===== src/rtl/swpc_pkg.sv =====
`default_nettype none
package swpc_pkg;
  // Sleep mode selection.
  localparam logic [1:0] SM_NONE = 2'h0;
  localparam logic [1:0] SM_PIN = 2'h1;
  localparam logic [1:0] SM_CYCLIC = 2'h2;
  // Sleep option: associated or deep sleep.
  localparam logic SO_ASSOC = 1'h0;
  localparam logic SO_DEEP = 1'h1;
  // Pin configuration codes.
  localparam logic [2:0] PIN_CFG_PERIPH = 3'h1;
  // Cyclic wake check window, in milliseconds, and its clock count.
  localparam int CLK_HZ = 20000000;
  localparam int WAKE_CHECK_MS = 30;
  localparam int WAKE_CHECK_CYC = (CLK_HZ / 1000) * WAKE_CHECK_MS;
  localparam int PERIOD_W = 32;
  // Reset values.
  localparam logic RST_ASLEEP = 1'h0;
  localparam logic RST_CTS_N = 1'h1;
  localparam logic RST_ATTN = 1'h0;
endpackage
`default_nettype wire


===== src/rtl/swpc_sync_if.sv =====
`default_nettype none
// Synchronised host-side levels passed from the input stage to the controller.
interface swpc_sync_if;
  logic sleep_req;
  logic ssel_n;
  modport src (output sleep_req, output ssel_n);
  modport dst (input sleep_req, input ssel_n);
endinterface
`default_nettype wire


===== src/rtl/swpc_sync.sv =====
`default_nettype none
// ==========================================
// Two-stage synchroniser for the host sleep controls.
module swpc_sync (
  input wire logic i_clk,
  input wire logic i_reset,
  input wire logic i_sleep_req,
  input wire logic i_ssel_n,
  swpc_sync_if.src o_sync
);
  logic [1:0] meta;
  logic [1:0] stable;
  logic [1:0] next_meta;
  logic [1:0] next_stable;

  // Stage one feeds only stage two, so metastability cannot reach the decision logic.
  always_comb begin
    next_meta = {i_ssel_n, i_sleep_req};
    next_stable = meta;
  end

  // Slave select idles high, so both stages reset to deselected.
  always_ff @(posedge i_clk) begin
    if (i_reset) begin
      meta <= 2'h2;
      stable <= 2'h2;
    end else begin
      meta <= next_meta;
      stable <= next_stable;
    end
  end

  assign o_sync.sleep_req = stable[0];
  assign o_sync.ssel_n = stable[1];
endmodule
`default_nettype wire


===== src/rtl/swpc_timer.sv =====
`default_nettype none
// ==========================================
// Down counter: load starts it, done pulses one cycle after the count reaches one.
module swpc_timer #(
  parameter int WIDTH = 32
) (
  input wire logic i_clk,
  input wire logic i_reset,
  input wire logic i_load,
  input wire logic [WIDTH-1:0] i_count,
  output logic o_done,
  output logic o_busy
);
  logic [WIDTH-1:0] count;
  logic busy;
  logic done;
  logic [WIDTH-1:0] next_count;
  logic next_busy;
  logic next_done;

  // A load always restarts the count, even while running.
  always_comb begin
    next_count = count;
    next_busy = busy;
    next_done = 1'b0;
    if (i_load) begin
      next_count = i_count;
      next_busy = 1'b1;
    end else if (busy) begin
      if (count <= 1) begin
        next_busy = 1'b0;
        next_done = 1'b1;
      end else begin
        next_count = count - 1'b1;
      end
    end
  end

  always_ff @(posedge i_clk) begin
    if (i_reset) begin
      count <= '0;
      busy <= 1'b0;
      done <= 1'b0;
    end else begin
      count <= next_count;
      busy <= next_busy;
      done <= next_done;
    end
  end

  assign o_done = done;
  assign o_busy = busy;
endmodule
`default_nettype wire


===== src/rtl/swpc_sleep_ctrl.sv =====
`default_nettype none
module swpc_sleep_ctrl #(
  parameter int PERIOD_W = swpc_pkg::PERIOD_W,
  parameter int WAKE_CHECK_CYC = swpc_pkg::WAKE_CHECK_CYC
) (
  input wire logic I_REF_CLK,
  input wire logic I_RESET,
  input wire logic I_SLEEP_REQUEST_IN,
  input wire logic I_SPI_SSEL_N,
  input wire logic I_IF_IS_SPI,
  input wire logic [1:0] I_SLEEP_MODE_SELECT,
  input wire logic I_SLEEP_OPTION_DEEP,
  input wire logic [2:0] I_FLOW_CTRL_PIN_CFG,
  input wire logic [2:0] I_SLEEP_PIN_CFG,
  input wire logic [2:0] I_STATUS_PIN_CFG,
  input wire logic [2:0] I_SSEL_PIN_CFG,
  input wire logic [PERIOD_W-1:0] I_SLEEP_PERIOD_SETTING,
  input wire logic [PERIOD_W-1:0] I_WAKE_TIME,
  input wire logic I_INIT_DONE,
  input wire logic I_HOST_DATA_PENDING,
  input wire logic I_ACTIVITY,
  input wire logic I_DTIM_BEACON,
  input wire logic I_ASSOCIATED,
  output logic O_ASLEEP,
  output logic O_STATUS_PIN,
  output logic O_CTS_N,
  output logic O_HOST_ATTENTION_OUT,
  output logic O_STATUS_FRAME_REQ,
  output logic O_RX_ENABLE,
  output logic O_DROP_ASSOC,
  output logic O_REASSOC_REQ
);
  typedef enum logic [2:0] {
    ST_AWAKE,
    ST_PIN_SLEEP,
    ST_CYC_SLEEP,
    ST_DTIM_WAIT,
    ST_CHECK,
    ST_STAY
  } swpc_state_type;

  swpc_sync_if sync_bus ();

  swpc_sync u_sync (
    .i_clk(I_REF_CLK),
    .i_reset(I_RESET),
    .i_sleep_req(I_SLEEP_REQUEST_IN),
    .i_ssel_n(I_SPI_SSEL_N),
    .o_sync(sync_bus)
  );

  // ==========================================
  // Sleep source selection.
  logic pin_mode;
  logic use_req_pin;
  logic use_ssel;
  logic pin_wants_sleep;

  // On SPI the request pin wins when it is a peripheral; slave select is the fallback.
  always_comb begin
    pin_mode = (I_SLEEP_MODE_SELECT == swpc_pkg::SM_PIN);
    use_req_pin = (I_SLEEP_PIN_CFG == swpc_pkg::PIN_CFG_PERIPH);
    use_ssel = I_IF_IS_SPI && !use_req_pin && (I_SSEL_PIN_CFG == swpc_pkg::PIN_CFG_PERIPH);
    pin_wants_sleep = 1'b0;
    if (use_req_pin) begin
      pin_wants_sleep = sync_bus.sleep_req;
    end else if (use_ssel) begin
      pin_wants_sleep = sync_bus.ssel_n;
    end
  end

  // ==========================================
  // Timers for the sleep period and the wake windows.
  logic period_load;
  logic period_done;
  logic window_load;
  logic window_done;
  logic [PERIOD_W-1:0] window_count;

  swpc_timer #(.WIDTH(PERIOD_W)) u_period (
    .i_clk(I_REF_CLK),
    .i_reset(I_RESET),
    .i_load(period_load),
    .i_count(I_SLEEP_PERIOD_SETTING),
    .o_done(period_done),
    .o_busy()
  );

  swpc_timer #(.WIDTH(PERIOD_W)) u_window (
    .i_clk(I_REF_CLK),
    .i_reset(I_RESET),
    .i_load(window_load),
    .i_count(window_count),
    .o_done(window_done),
    .o_busy()
  );

  // ==========================================
  // Sleep state machine.
  swpc_state_type state;
  swpc_state_type next_state;
  logic asleep;
  logic next_asleep;
  logic drop;
  logic next_drop;
  logic reassoc;
  logic next_reassoc;

  // A deep sleeper cannot track beacons, so it wakes straight off the period timer.
  always_comb begin
    next_state = state;
    period_load = 1'b0;
    window_load = 1'b0;
    window_count = PERIOD_W'(WAKE_CHECK_CYC);
    next_drop = 1'b0;
    next_reassoc = 1'b0;
    case (state)
      ST_AWAKE: begin
        if (pin_mode && pin_wants_sleep) begin
          next_state = ST_PIN_SLEEP;
          next_drop = I_SLEEP_OPTION_DEEP;
        end else if (I_SLEEP_MODE_SELECT == swpc_pkg::SM_CYCLIC) begin
          next_state = ST_CYC_SLEEP;
          period_load = 1'b1;
          next_drop = I_SLEEP_OPTION_DEEP;
        end
      end
      ST_PIN_SLEEP: begin
        if (!pin_mode || !pin_wants_sleep) begin
          next_state = ST_AWAKE;
          next_reassoc = I_SLEEP_OPTION_DEEP;
        end
      end
      ST_CYC_SLEEP: begin
        if (I_SLEEP_MODE_SELECT != swpc_pkg::SM_CYCLIC) begin
          next_state = ST_AWAKE;
          next_reassoc = I_SLEEP_OPTION_DEEP;
        end else if (period_done) begin
          if (I_SLEEP_OPTION_DEEP) begin
            next_state = ST_CHECK;
            window_load = 1'b1;
            next_reassoc = 1'b1;
          end else begin
            next_state = ST_DTIM_WAIT;
          end
        end
      end
      ST_DTIM_WAIT: begin
        if (I_DTIM_BEACON) begin
          next_state = ST_CHECK;
          window_load = 1'b1;
        end
      end
      ST_CHECK: begin
        if (I_ACTIVITY) begin
          next_state = ST_STAY;
          window_load = 1'b1;
          window_count = I_WAKE_TIME;
        end else if (window_done) begin
          next_state = ST_CYC_SLEEP;
          period_load = 1'b1;
          next_drop = I_SLEEP_OPTION_DEEP;
        end
      end
      ST_STAY: begin
        // Further activity does not restart the wake time.
        if (window_done) begin
          next_state = ST_CYC_SLEEP;
          period_load = 1'b1;
          next_drop = I_SLEEP_OPTION_DEEP;
        end
      end
      default: begin
        next_state = ST_AWAKE;
      end
    endcase
    next_asleep = (next_state == ST_PIN_SLEEP) || (next_state == ST_CYC_SLEEP) ||
      (next_state == ST_DTIM_WAIT);
  end

  always_ff @(posedge I_REF_CLK) begin
    if (I_RESET) begin
      state <= ST_AWAKE;
      asleep <= swpc_pkg::RST_ASLEEP;
      drop <= 1'b0;
      reassoc <= 1'b0;
    end else begin
      state <= next_state;
      asleep <= next_asleep;
      drop <= next_drop;
      reassoc <= next_reassoc;
    end
  end

  // ==========================================
  // Host-facing outputs.
  logic status_pin;
  logic next_status_pin;
  logic cts_n;
  logic next_cts_n;
  logic attn;
  logic next_attn;
  logic init_seen;
  logic next_init_seen;
  logic status_req;
  logic next_status_req;
  logic rx_en;
  logic next_rx_en;

  // Outputs follow next_asleep so they change in the same cycle as the state.
  always_comb begin
    next_status_pin = (I_STATUS_PIN_CFG == swpc_pkg::PIN_CFG_PERIPH) ? !next_asleep : status_pin;
    next_cts_n = 1'b0;
    if (!I_IF_IS_SPI && I_FLOW_CTRL_PIN_CFG == swpc_pkg::PIN_CFG_PERIPH) begin
      next_cts_n = next_asleep;
    end
    next_rx_en = !next_asleep;
    next_init_seen = init_seen | I_INIT_DONE;
    next_status_req = I_IF_IS_SPI && I_INIT_DONE && !init_seen;
    // Attention is a data flag, not a sleep flag; it rises once at init as well.
    next_attn = I_IF_IS_SPI && (next_status_req || I_HOST_DATA_PENDING);
  end

  always_ff @(posedge I_REF_CLK) begin
    if (I_RESET) begin
      status_pin <= 1'b1;
      cts_n <= swpc_pkg::RST_CTS_N;
      attn <= swpc_pkg::RST_ATTN;
      init_seen <= 1'b0;
      status_req <= 1'b0;
      rx_en <= 1'b0;
    end else begin
      status_pin <= next_status_pin;
      cts_n <= next_cts_n;
      attn <= next_attn;
      init_seen <= next_init_seen;
      status_req <= next_status_req;
      rx_en <= next_rx_en;
    end
  end

  assign O_ASLEEP = asleep;
  assign O_STATUS_PIN = status_pin;
  assign O_CTS_N = cts_n;
  assign O_HOST_ATTENTION_OUT = attn;
  assign O_STATUS_FRAME_REQ = status_req;
  assign O_RX_ENABLE = rx_en;
  assign O_DROP_ASSOC = drop;
  assign O_REASSOC_REQ = reassoc;

  // ==========================================
  // Checks.
  chk_status_tracks_sleep: assert property (@(posedge I_REF_CLK) disable iff (I_RESET)
    (I_STATUS_PIN_CFG == swpc_pkg::PIN_CFG_PERIPH) |=> (O_STATUS_PIN == !O_ASLEEP))
    else $error("status pin disagrees with sleep state");
  chk_cts_on_sleep: assert property (@(posedge I_REF_CLK) disable iff (I_RESET)
    (!I_IF_IS_SPI && I_FLOW_CTRL_PIN_CFG == swpc_pkg::PIN_CFG_PERIPH) ##1 $rose(O_ASLEEP) |-> O_CTS_N)
    else $error("cts not high on sleep entry");
  chk_cts_on_wake: assert property (@(posedge I_REF_CLK) disable iff (I_RESET)
    (!I_IF_IS_SPI && I_FLOW_CTRL_PIN_CFG == swpc_pkg::PIN_CFG_PERIPH) ##1 $fell(O_ASLEEP) |-> !O_CTS_N)
    else $error("cts not low on wake");
  chk_rx_blocked: assert property (@(posedge I_REF_CLK) disable iff (I_RESET)
    O_ASLEEP |-> !O_RX_ENABLE)
    else $error("receive enabled while asleep");
  chk_no_pin_sleep: assert property (@(posedge I_REF_CLK) disable iff (I_RESET)
    (state == ST_AWAKE && pin_mode && !I_IF_IS_SPI && !use_req_pin) |=> (state != ST_PIN_SLEEP))
    else $error("pin sleep without request pin configured");
  chk_ssel_sleeps: assert property (@(posedge I_REF_CLK) disable iff (I_RESET)
    (state == ST_AWAKE && pin_mode && use_ssel && sync_bus.ssel_n) |=> O_ASLEEP)
    else $error("slave select negation did not sleep");
  chk_init_attn: assert property (@(posedge I_REF_CLK) disable iff (I_RESET)
    (I_IF_IS_SPI && I_INIT_DONE && !init_seen) |=> (O_HOST_ATTENTION_OUT && O_STATUS_FRAME_REQ))
    else $error("no attention after init");
  chk_deep_reassoc: assert property (@(posedge I_REF_CLK) disable iff (I_RESET)
    (state == ST_PIN_SLEEP && next_state == ST_AWAKE && I_SLEEP_OPTION_DEEP) |=> O_REASSOC_REQ)
    else $error("deep wake without reassociation");
  chk_dtim_wake: assert property (@(posedge I_REF_CLK) disable iff (I_RESET)
    (state == ST_DTIM_WAIT && !I_DTIM_BEACON) |=> (state == ST_DTIM_WAIT))
    else $error("associated wake without beacon");
  chk_idle_resleep: assert property (@(posedge I_REF_CLK) disable iff (I_RESET)
    (state == ST_CHECK && window_done && !I_ACTIVITY) |=> (state == ST_CYC_SLEEP))
    else $error("idle check window did not resume sleep");
  chk_cyclic_enters_sleep: assert property (@(posedge I_REF_CLK) disable iff (I_RESET)
    (state == ST_AWAKE && I_SLEEP_MODE_SELECT == swpc_pkg::SM_CYCLIC) |=> O_ASLEEP)
    else $error("cyclic mode did not enter sleep");
  chk_req_pin_spi: assert property (@(posedge I_REF_CLK) disable iff (I_RESET)
    (state == ST_AWAKE && pin_mode && I_IF_IS_SPI && use_req_pin && sync_bus.sleep_req) |=> O_ASLEEP)
    else $error("request pin did not sleep on spi");
endmodule
`default_nettype wire


===== config.mk =====
export PLATFORM = sky130hd
export DESIGN_NAME = swpc_sleep_ctrl
export DESIGN_NICKNAME = d
export VERILOG_FILES = /design/src/rtl/swpc_pkg.sv /design/src/rtl/swpc_sync_if.sv /design/src/rtl/swpc_sync.sv /design/src/rtl/swpc_timer.sv /design/src/rtl/swpc_sleep_ctrl.sv
export SDC_FILE = /design/constraint.sdc
export NUM_CORES = 1
export LEC_CHECK = 0
export ABC_AREA = 0
export BUFFER_PORTS_ARGS = -buffer_cell sky130_fd_sc_hd__buf_2
export CAP_MARGIN = 20
export CORE_AREA = 4 4 97 99
export DETAILED_ROUTE_END_ITERATION = 10
export DIE_AREA = 0 0 101 103
export GPL_TIMING_DRIVEN = 0
export PLACE_DENSITY = 0.92
export SYNTH_ARGS = -nofsm -noshare
export SYNTH_HDL_FRONTEND = slang
export SYNTH_HIERARCHICAL = 1
export SYNTH_SLANG_ARGS = --single-unit
export TNS_END_PERCENT = 1

===== constraint.sdc =====
create_clock -name I_REF_CLK -period 6.15 [get_ports I_REF_CLK]
set_clock_uncertainty 0.1 [all_clocks]
set_input_delay 0.3075 -clock I_REF_CLK [delete_from_list [all_inputs] [get_ports I_REF_CLK]]
set_output_delay 0.3075 -clock I_REF_CLK [all_outputs]
set_load 0.01 [all_outputs]

==> run metrics, run 1 <==
Critical R2R Launch=state[1]$_SDFF_PP0_; final number of setup-violating endpoints=0; Synth Area in XOR/XNOR=1.70%; Fmax=between 0.3 and 0.4 GHz; largest net degree at the start of global routing=14; area grow syn2layout=15.3%; Yosys cell types=80; most used cell, CP=clkbuf_1; hold_sp=I_SPI_SSEL_N; initial antenna violation count=0; Post-CTS Resized=0; cell area after synthesis=around 5100 um^2; CTS tree=built; Tcrit/Tclk final=48.4%; final WL=around 15 mm; Final Hold Viols=0; clock-pin slew on the worst setup and hold paths=around 0.080 ns; Setup CP Type=flip-flop to flip-flop; Diodes inserted=0; DRT iter0 DRCs=around 500; Seq/Total Area, Yosys=around 33%; max_cap viols=0; fraction of layout cells with a size suffix above 1=roughly 22%; Main synth FF type=dfxtp_1; Hold Path Depth=2; worst skew pair latency=0.35 ns; complex-gate fraction of the synthesized area=23.7%; FF+latch count, synth=between 80 and 90; multi-input logic area=between 3000 and 4000 um^2; DR vias=around 5,500; worst path required time=roughly 6.3 ns; Pins Over Slew Limit=0; Worst Path Arrival=between 3 and 4 ns; GPL Wtd Cong=between 0.9 and 1; CP max-delay cell=clkbuf_1; post-synthesis cell count=617; H-tree depth=3; Post-Place Cells=820; RSZ-0062 raised after global routing=no; Hold Crit Class=input pin to flip-flop; FF-to-FF path depth=8; Synth async-reset ratio=0%; family with the most delay on the worst path=buffers and inverters; Layout Utilization=between 60 and 70%; Sinks on Clock Net=between 80 and 90; hold_buf cts=0; NumNets Final=between 800 and 900; final instance area=5940 um^2; drt drc=0; # Post-CTS Setup Buffers=0; Vert. Die Dim=around 100 um; Critical Path End Type=flip-flop; Syn Area/Cell=8.34 um^2; commonest non-fill, non-tap cells in the layout=buf_2, dfxtp_1, nor2_1; status=complete, no violations; commonest non-fill, non-tap cell in the layout=buf_2; largest family of logic cells by synthesized area=simple AND/OR/NAND/NOR gates; row cnt=34; Post-Synth Adder-Cell Area=0.973%; Post-DRT Antenna Nets=0; Starting Density=about three fifths; full die area=about 10,000 um^2; Hold Path Sink=u_sync/meta[1]$_SDFF_PP1_; post-DP HPWL=10.9 mm; max incr delay on CP=slightly below 0.5 ns; Filler Cell Count=about 700; post-route minimum period=2.98 ns; maximum VDD drop=approximately 130 uV; mux cell area share after synthesis=less than 1%; DP Area=~5800 um^2; CP Cell Sequence=buf_6 > and4bb_2 > clkbuf_1 > a21o_1 > clkbuf_1 > clkbuf_1 > a21oi_1 > a221oi_1; Vias/cell=between 6 and 7; Final Non-Filler Cells=834; Yosys warning count=6; global route overflow=0; Net Count, Synth=between 700 and 800; vias in the first global route=approximately 5,200; Slew headroom=40.4%; setup TNS=0 ns; CTS root buf=clkbuf_8; Simple-Gate Fraction of Synth Area=about a third; worst r2r dst=u_window/count[17]$_SDFFE_PP0P_; register area=approximately 1700 um^2; wire per inst=17.8 um; pwr dens=between 150 and 200 nW/um^2; Leak=around 2.3 nW; EDFF count, synth=0; I/O pin count=just under 100; Core ar.=between 8000 and 9000 um^2; worst path bufs/invs=4; Worst-Margin Slew=0.886 ns; PortBufs=95; reg-to-reg slack, setup=about 3.2 ns; first-pass GRT wire length=about 24 mm; Max FO, Critical Path=10; Num CTS Buffers=9; maximum root-to-sink buffer count=2; worst hold slack=~0.044 ns; crit start category=flip-flop; Die Span X=101 um; All-Layer GR Usage=between 20 and 30%; first-pass detailed-route iteration total=5
through the flow:
| stage | setup WS, ns | total power [mW] |
|---|---|---|
| floorplan | 3.62 | 0.734 |
| global placement | 3.38 | 0.797 |
| detailed placement | 3.31 | 0.807 |
| CTS | 3.28 | 1.18 |
| global route | 3.02 | 1.23 |
| finish | 3.17 | 1.18 |
routing by layer:
layer  global-route usage, %  wire [um]  part of all wire [%]  up-vias
met1                    35.9       5880                    40     2582
li1                        -          -                     -     2572
met3                    4.80       1330                   8.9       58
met5                       0          0                     0        -
met4                    12.6        488                   3.3        0
met2                    49.1       7150                    48      327
flip-flops by register name, summed over array words and instances, names as in the netlist:
| signal | flops |
|---|---|
| O_STATUS_PIN | 1 |
| u_window/o_busy | 1 |
| u_period/o_done | 1 |
| O_CTS_N | 1 |
| O_HOST_ATTENTION_OUT | 1 |
| u_sync/stable | 2 |
| O_REASSOC_REQ | 1 |
| init_seen | 1 |
| u_sync/meta | 2 |
| u_window/o_done | 1 |
| O_STATUS_FRAME_REQ | 1 |
| u_window/count | 32 |
| O_RX_ENABLE | 1 |
| u_period/o_busy | 1 |
| O_ASLEEP | 1 |
| u_period/count | 32 |
| O_DROP_ASSOC | 1 |
| state | 3 |
Yosys cell counts, types with 6 or more instances:
library cell	n	area, um^2
a211oi_1	11	82.6
or4_1	31	233
nand2b_1	16	100
nand2_1	14	52.6
nor2_1	69	259
nor3_1	17	85.1
and4_1	9	78.8
o31ai_1	20	150
or2_2	14	87.6
a21oi_1	18	90.1
buf_2	6	30.0
a2111oi_0	8	70.1
nand3_1	9	45.0
nand4_1	7	43.8
xnor2_1	7	61.3
a311oi_1	34	298
o21ai_0	14	70.1
dfxtp_1	84	1680
and2_1	24	150
or3_1	26	163
inv_1	24	90.1
clkbuf_1	31	116
nor4_1	10	62.6
cells by family (layout without fill, tap and decap cells):
logic type                 Yosys count  count (layout)
AOI/OAI and AO/OA                  155             155
muxes                                2               2
buffers and inverters               68             177
xor gates and xnor gates            10              10
and+or+nand+nor                    294             294
adders and majority gates            4               4
DFF                                 84              84
final cells by class:
cell class	instances	area share (%)
buffer	43	3.48
clock inverter	5	0.927
clock buffer	9	2.09
inverter	25	1.58
tap	108	2.28
sequential	84	28.3
multi-input combinational	465	53.3
timing repair buffer	95	8.01
power breakdown:
part	switching (mW)	internal [mW]	total (mW)
logic	0.126	0.0888	0.215
clock network	0.197	0.182	0.379
registers	0.0197	0.566	0.586
worst max-delay path by stage:
stage                                          startpoint                         endpoint  cells after the start
after floorplan           u_period/count[10]$_SDFFE_PP0P_   u_period/count[1]$_SDFFE_PP0P_                      6
after global placement                state[1]$_SDFF_PP0_  u_window/count[17]$_SDFFE_PP0P_                      8
final                                 state[1]$_SDFF_PP0_  u_window/count[17]$_SDFFE_PP0P_                      8
after CTS                             state[1]$_SDFF_PP0_  u_window/count[17]$_SDFFE_PP0P_                      8
after detailed placement              state[1]$_SDFF_PP0_  u_window/count[17]$_SDFFE_PP0P_                      8
after global routing                  state[1]$_SDFF_PP0_  u_window/count[17]$_SDFFE_PP0P_                      8
(Power assumes the default switching activity.)
==> run 2, diff against run 1 <==
Settings changed: ABC_AREA 0 to 1, CORE_AREA 4 4 97 99 to 4 4 115 117, DIE_AREA 0 0 101 103 to 0 0 119 121, PLACE_DENSITY 0.92 to 0.83.
Clock period 6.15 ns to 2.7 ns, I/O delays scaled along.
==> run metrics, run 2 <==
Critical R2R Launch=state[1]$_SDFF_PP0_; Critical Path End Type=flip-flop; post-route minimum period=2.52 ns; I/O pin count=97; Worst Path Arrival=roughly 2.7 ns; worst r2r dst=u_window/count[3]$_SDFFE_PP0P_; Final Non-Filler Cells=1,455; Vias/cell=5.02; worst hold slack=about 0.020 ns; Post-Place Cells=~1,400; Post-DRT Antenna Nets=0; Synth top area share=26.4%; area leader, netlist=dfxtp_1; CP Cell Sequence=inv_2 > nand2_1 > nor2_1 > inv_2 > clkbuf_4 > nand3_1 > buf_2 > inv_2 > buf_1 > nor2_1 > nor2_1 > o21ai_0 > nor2_1; Seq/Total Area, Yosys=26.4%; Layout Utilization=about three fifths; reg-to-reg slack, setup=between 0.15 and 0.2 ns; PortBufs=95; Starting Density=approximately half; first-pass detailed-route iteration total=5; Worst path depth=13; Main synth FF type=dfxtp_1; pwr dens=464 nW/um^2; GR Util met2=46.0%; Tcrit/Tclk final=93.3%; Worst-Margin Slew=a little over 0.6 ns; GR Layer Usage met3=about 5.9%; FF+latch count, synth=84; post-DP HPWL=14.0 mm; final instance area=~7600 um^2; commonest non-fill, non-tap cells in the layout=nand2_1, nor2_1, inv_1; post-synthesis cell count=roughly 1,100; crit path launch=state[1]$_SDFF_PP0_; synth top area cells=dfxtp_1, nand2_1, nor2_1, inv_1, nand3_1; Hold Path Depth=5; global route overflow=0; EDFF count, synth=0; Syn Area/Cell=approximately 5.5 um^2; most frequent cell after synthesis=nand2_1; first-pass GRT wire length=roughly 31 mm; GPL Wtd Cong=a little under 1; Leak=approximately 4.2 nW; Vert. Die Dim=121 um; largest net degree at the start of global routing=15; row cnt=41; initial antenna violation count=0; cell area after synthesis=6360 um^2; vias in the first global route=6,829; worst path required time=approximately 2.9 ns; Filler Cell Count=roughly 1,200; NumNets Final=around 1,400; capture point of the worst path=u_window/count[3]$_SDFFE_PP0P_; DR vias=~7,300; Net Count, Synth=between 1,000 and 1,500; drt drc=0; area grow syn2layout=19.5%; Sinks on Clock Net=84; grt met1 use=between 30% and 40%; worst path bufs/invs=6; CTS root buf=clkbuf_16; commonest non-fill, non-tap cell in the layout=nand2_1; most used cell, CP=nor2_1; wire per inst=12.8 um; Final Hold Viols=0; max incr delay on CP=around 0.43 ns; Yosys cell types=38; full die area=between 10,000 and 15,000 um^2; Fmax=0.397 GHz; CTS tree=built; family with the most delay on the worst path=buffers and inverters; H-tree depth=3; DRT iter0 DRCs=between 600 and 700; top flop regs=u_period/count: 32 flops, u_window/count: 32 flops, state: 3 flops; Setup CP Type=flip-flop to flip-flop; Hold Crit Class=input pin to flip-flop; final number of setup-violating endpoints=0; status=complete, no violations; DP Area=slightly above 7000 um^2; Max FO, Critical Path=10; Yosys warning count=6; RSZ-0062 raised after global routing=yes; maximum VDD drop=approximately 370 uV; most frequent cells after synthesis=nand2_1, nor2_1, inv_1; crit start category=flip-flop; Synth async-reset ratio=0%; Diodes inserted=0; Core ar.=around 12,000 um^2; Num CTS Buffers=9; fraction of layout cells with a size suffix above 1=15.1%; Pins Over Slew Limit=0; All-Layer GR Usage=roughly a quarter; worst skew pair latency=roughly 0.35 ns; Die Span X=roughly 120 um; clock-pin slew on the worst setup and hold paths=approximately 0.060 ns; maximum root-to-sink buffer count=2; Slew headroom=approximately three fifths; final WL=18.6 mm; max_cap viols=0; CP max-delay cell=buf_1; FF-to-FF path depth=13; grt peak-use layer=met2
==> run 2: cell types whose count changed after synthesis, sizes merged, moves of 16 or more <==
cell and change:
nand2 +345, nor2 +202, inv +136, nand3 +98, a311oi -36, or4 -33
or3 -29, o21ai +26, and2 -24, o31ai -21, clkbuf -18, nand2b -16
==> run 2: kinds of logic (layout without fill, tap and decap cells) <==
family	after synthesis	in the layout	share of synthesized area, %
fa+ha+maj	4	4	0.787
xor+xnor	7	7	0.964
buf+inv	196	331	12.5
compound gates	83	83	7.06
simple gates	774	774	52.2
flops	84	84	26.4
==> run 2: layer usage <==
layer	part of all wire, %	routed length, um
met3	7.4	1370
met1	41	7700
met2	49	9070
met5	0	0
met4	2.6	483
==> run 2: repair_timing <==
| item | 4_1_cts | 5_1_grt |
|---|---|---|
| setup buffers | 0 | 0 |
| hold buffers | 24 | 0 |
| endpoints found under the setup margin | 0 | 35 |
| gates resized for setup | 0 | 4 |
| hold endpoints to repair | 20 | 0 |
==> run 2: stage by stage <==
step	TNS, ns	setup slack (ns)	power, mW
final	0	0.180	3.53
after global routing	-0.291	-0.0298	3.72
after CTS	0	0.0816	3.54
after detailed placement	0	0.0933	2.25
after global placement	0	0.151	2.23
after floorplan	0	0.682	2.01
==> run 2: layout make-up <==
class	count	area (um^2)	area share, %
well taps	172	215	2.83
multi-input cells	868	3880	51.1
clock inverters	6	63.8	0.840
repair buffers	119	716	9.42
clock buffers	10	239	3.14
flip-flops and latches	84	1680	22.1
plain buffers	33	185	2.44
inverters	163	617	8.12
==> run 2: worst min-delay path by stage <==
stage | from | endpoint
6_report | I_SLEEP_PERIOD_SETTING[6] | u_period/count[6]$_SDFFE_PP0P_
5_1_grt | I_SLEEP_PERIOD_SETTING[29] | u_period/count[29]$_SDFFE_PP0P_
4_1_cts | I_SLEEP_PERIOD_SETTING[23] | u_period/count[23]$_SDFFE_PP0P_
3_5_place_dp | I_SPI_SSEL_N | u_sync/meta[1]$_SDFF_PP1_
3_3_place_gp | I_SPI_SSEL_N | u_sync/meta[1]$_SDFF_PP1_
2_1_floorplan | I_RESET | u_sync/meta[0]$_SDFF_PP0_
==> run 2: power by group <==
group | leakage, nW | switching (mW) | total (mW) | internal, mW
combinational | 3.41 | 0.578 | 0.908 | 0.330
sequential | 0.684 | 0.0614 | 1.36 | 1.30
clock | 0.144 | 0.523 | 1.26 | 0.740
total | 4.24 | 1.16 | 3.53 | 2.37
==> run 2: tightest hold or removal path: stages <==
cell and delay [ns]:
buf_2 0.08, nand2_1 0.04, nand2_1 0.05, nor2_1 0.04, nor2_1 0.09
==> run 3, diff against run 2 <==
Settings changed: PLACE_DENSITY 0.83 to default, PLACE_DENSITY_LB_ADDON from default to 0.2.
==> run metrics, run 3 (same netlist as run 2, synthesis figures left out) <==
Sinks on Clock Net=84; commonest non-fill, non-tap cells in the layout=nand2_1, nor2_1, inv_1; Worst-Margin Slew=around 0.65 ns; maximum VDD drop=around 370 uV; pwr dens=489 nW/um^2; global route overflow=0; Critical Path End Type=flip-flop; worst skew pair latency=between 0.3 and 0.4 ns; DP Area=~7100 um^2; final number of setup-violating endpoints=0; post-DP HPWL=between 10 and 15 mm; NumNets Final=about 1,400; largest net degree at the start of global routing=16; clock-pin slew on the worst setup and hold paths=~0.070 ns; Core ar.=~12,000 um^2; Vert. Die Dim=approximately 120 um; Max FO, Critical Path=10; PortBufs=95; Leak=4.28 nW; first-pass detailed-route iteration total=5; Hold Crit Class=input pin to flip-flop; first-pass GRT wire length=between 30 and 40 mm; Layout Utilization=between 60% and 70%; DRT iter0 DRCs=428; # Post-CTS Setup Buffers=0; drt drc=0; Final Hold Viols=0; pre-CTS setup slack=0.0862 ns; hold_sp=I_SLEEP_PERIOD_SETTING[17]; final WL=between 15 and 20 mm; I/O pin count=97; Fmax=approximately 0.40 GHz; Vias/cell=~5.0; Pins Over Slew Limit=0; CTS tree=built; crit start category=flip-flop; Slew headroom=56.4%; Num CTS Buffers=9; Tcrit/Tclk final=92.6%; FF-to-FF path depth=13; wire per inst=13.2 um; worst hold slack=~0.009 ns; top flop regs=u_period/count: 32 flops, u_window/count: 32 flops, state: 3 flops; Diodes inserted=0; Hold Path Depth=5; worst r2r dst=u_window/count[28]$_SDFFE_PP0P_; reg-to-reg slack, setup=approximately 0.20 ns; status=complete, no violations; row cnt=41; Setup CP Type=flip-flop to flip-flop; CTS root buf=clkbuf_16; post-route minimum period=between 2 and 3 ns; worst path required time=around 2.9 ns; worst setup margin=around 0.20 ns; full die area=14,400 um^2; Hold Path Sink=u_period/count[17]$_SDFFE_PP0P_; GPL Wtd Cong=around 0.97; Critical R2R Launch=state[2]$_SDFF_PP0_; RSZ-0062 raised after global routing=no; max_cap viols=0; H-tree depth=3; Worst Path Arrival=roughly 2.7 ns; DR vias=7,280; initial antenna violation count=0; Post-DRT Antenna Nets=0; Final Non-Filler Cells=1,457; Post-Place Cells=around 1,400; All-Layer GR Usage=27.4%; fraction of layout cells with a size suffix above 1=about 15%; Die Span X=roughly 120 um; vias in the first global route=6,698; final instance area=about 7700 um^2; setup TNS=0 ns; Starting Density=51.5%; commonest non-fill, non-tap cell in the layout=nand2_1; maximum root-to-sink buffer count=2; Final Power=approximately 3.7 mW; area grow syn2layout=20.6%
run 3: cell types whose count changed in the layout (fill, tap and decap cells not counted):
cell / previous run / this run
clkinv_4: 2 / 5
bufinv_16: 1 / 3
clkinv_2: 2 / 0
clkinvlp_4: 2 / 0
dlygate4sd3_1: 24 / 26
buf_1: 3 / 2
clkbuf_2: 3 / 4
clkbuf_8: 1 / 0
run 3: layout make-up:
class / count / area [um^2]
Fill cell: 1275 / 4690
Multi-Input combinational cell: 868 / 3880
Sequential cell: 84 / 1680
Timing Repair Buffer: 121 / 736
Inverter: 163 / 617
Clock buffer: 9 / 225
Tap cell: 172 / 215
Buffer: 33 / 186
Clock inverter: 7 / 125
run 3: worst max path at each step:
stage,from,to,slack (ns)
final,state[2]$_SDFF_PP0_,u_window/count[28]$_SDFFE_PP0P_,0.20
after global routing,state[1]$_SDFF_PP0_,u_window/count[1]$_SDFFE_PP0P_,0.02
after CTS,state[1]$_SDFF_PP0_,u_window/count[3]$_SDFFE_PP0P_,0.07
after detailed placement,state[1]$_SDFF_PP0_,u_window/count[3]$_SDFFE_PP0P_,0.09
after global placement,state[1]$_SDFF_PP0_,u_window/count[10]$_SDFFE_PP0P_,0.11
after floorplan,state[1]$_SDFF_PP0_,u_window/count[17]$_SDFFE_PP0P_,0.68
run 3: worst max-delay path, cell delays in order (launching register included):
cell,delay (ns)
dfxtp_1,0.43
nand2_1,0.14
nor2_1,0.15
inv_2,0.07
clkbuf_4,0.20
nand3_1,0.10
buf_2,0.27
inv_2,0.16
nand2_1,0.21
nand2_4,0.07
buf_8,0.15
buf_6,0.15
a21oi_1,0.12
nor2_1,0.07
run 3: report_power, final:
| part | internal (mW) | total [mW] | switching (mW) |
|---|---|---|---|
| sequential | 1.30 | 1.36 | 0.0631 |
| combinational | 0.332 | 0.914 | 0.582 |
| clock | 0.911 | 1.48 | 0.565 |
| total | 2.54 | 3.75 | 1.21 |
run 3: per-layer routing:
layer  up-vias  GRT usage [%]  share of wire (%)
li1       3777              -                  -
met1      3208           33.8                 43
met2       241           47.0                 48
met3        54           3.08                5.3
met4         0           14.8                3.9
met5         -              0                  0
run 3: what timing repair did:
item	CTS	global route
hold endpoints to repair	23	0
gates resized for setup	0	5
hold buffers	26	0
endpoints found under the setup margin	0	28
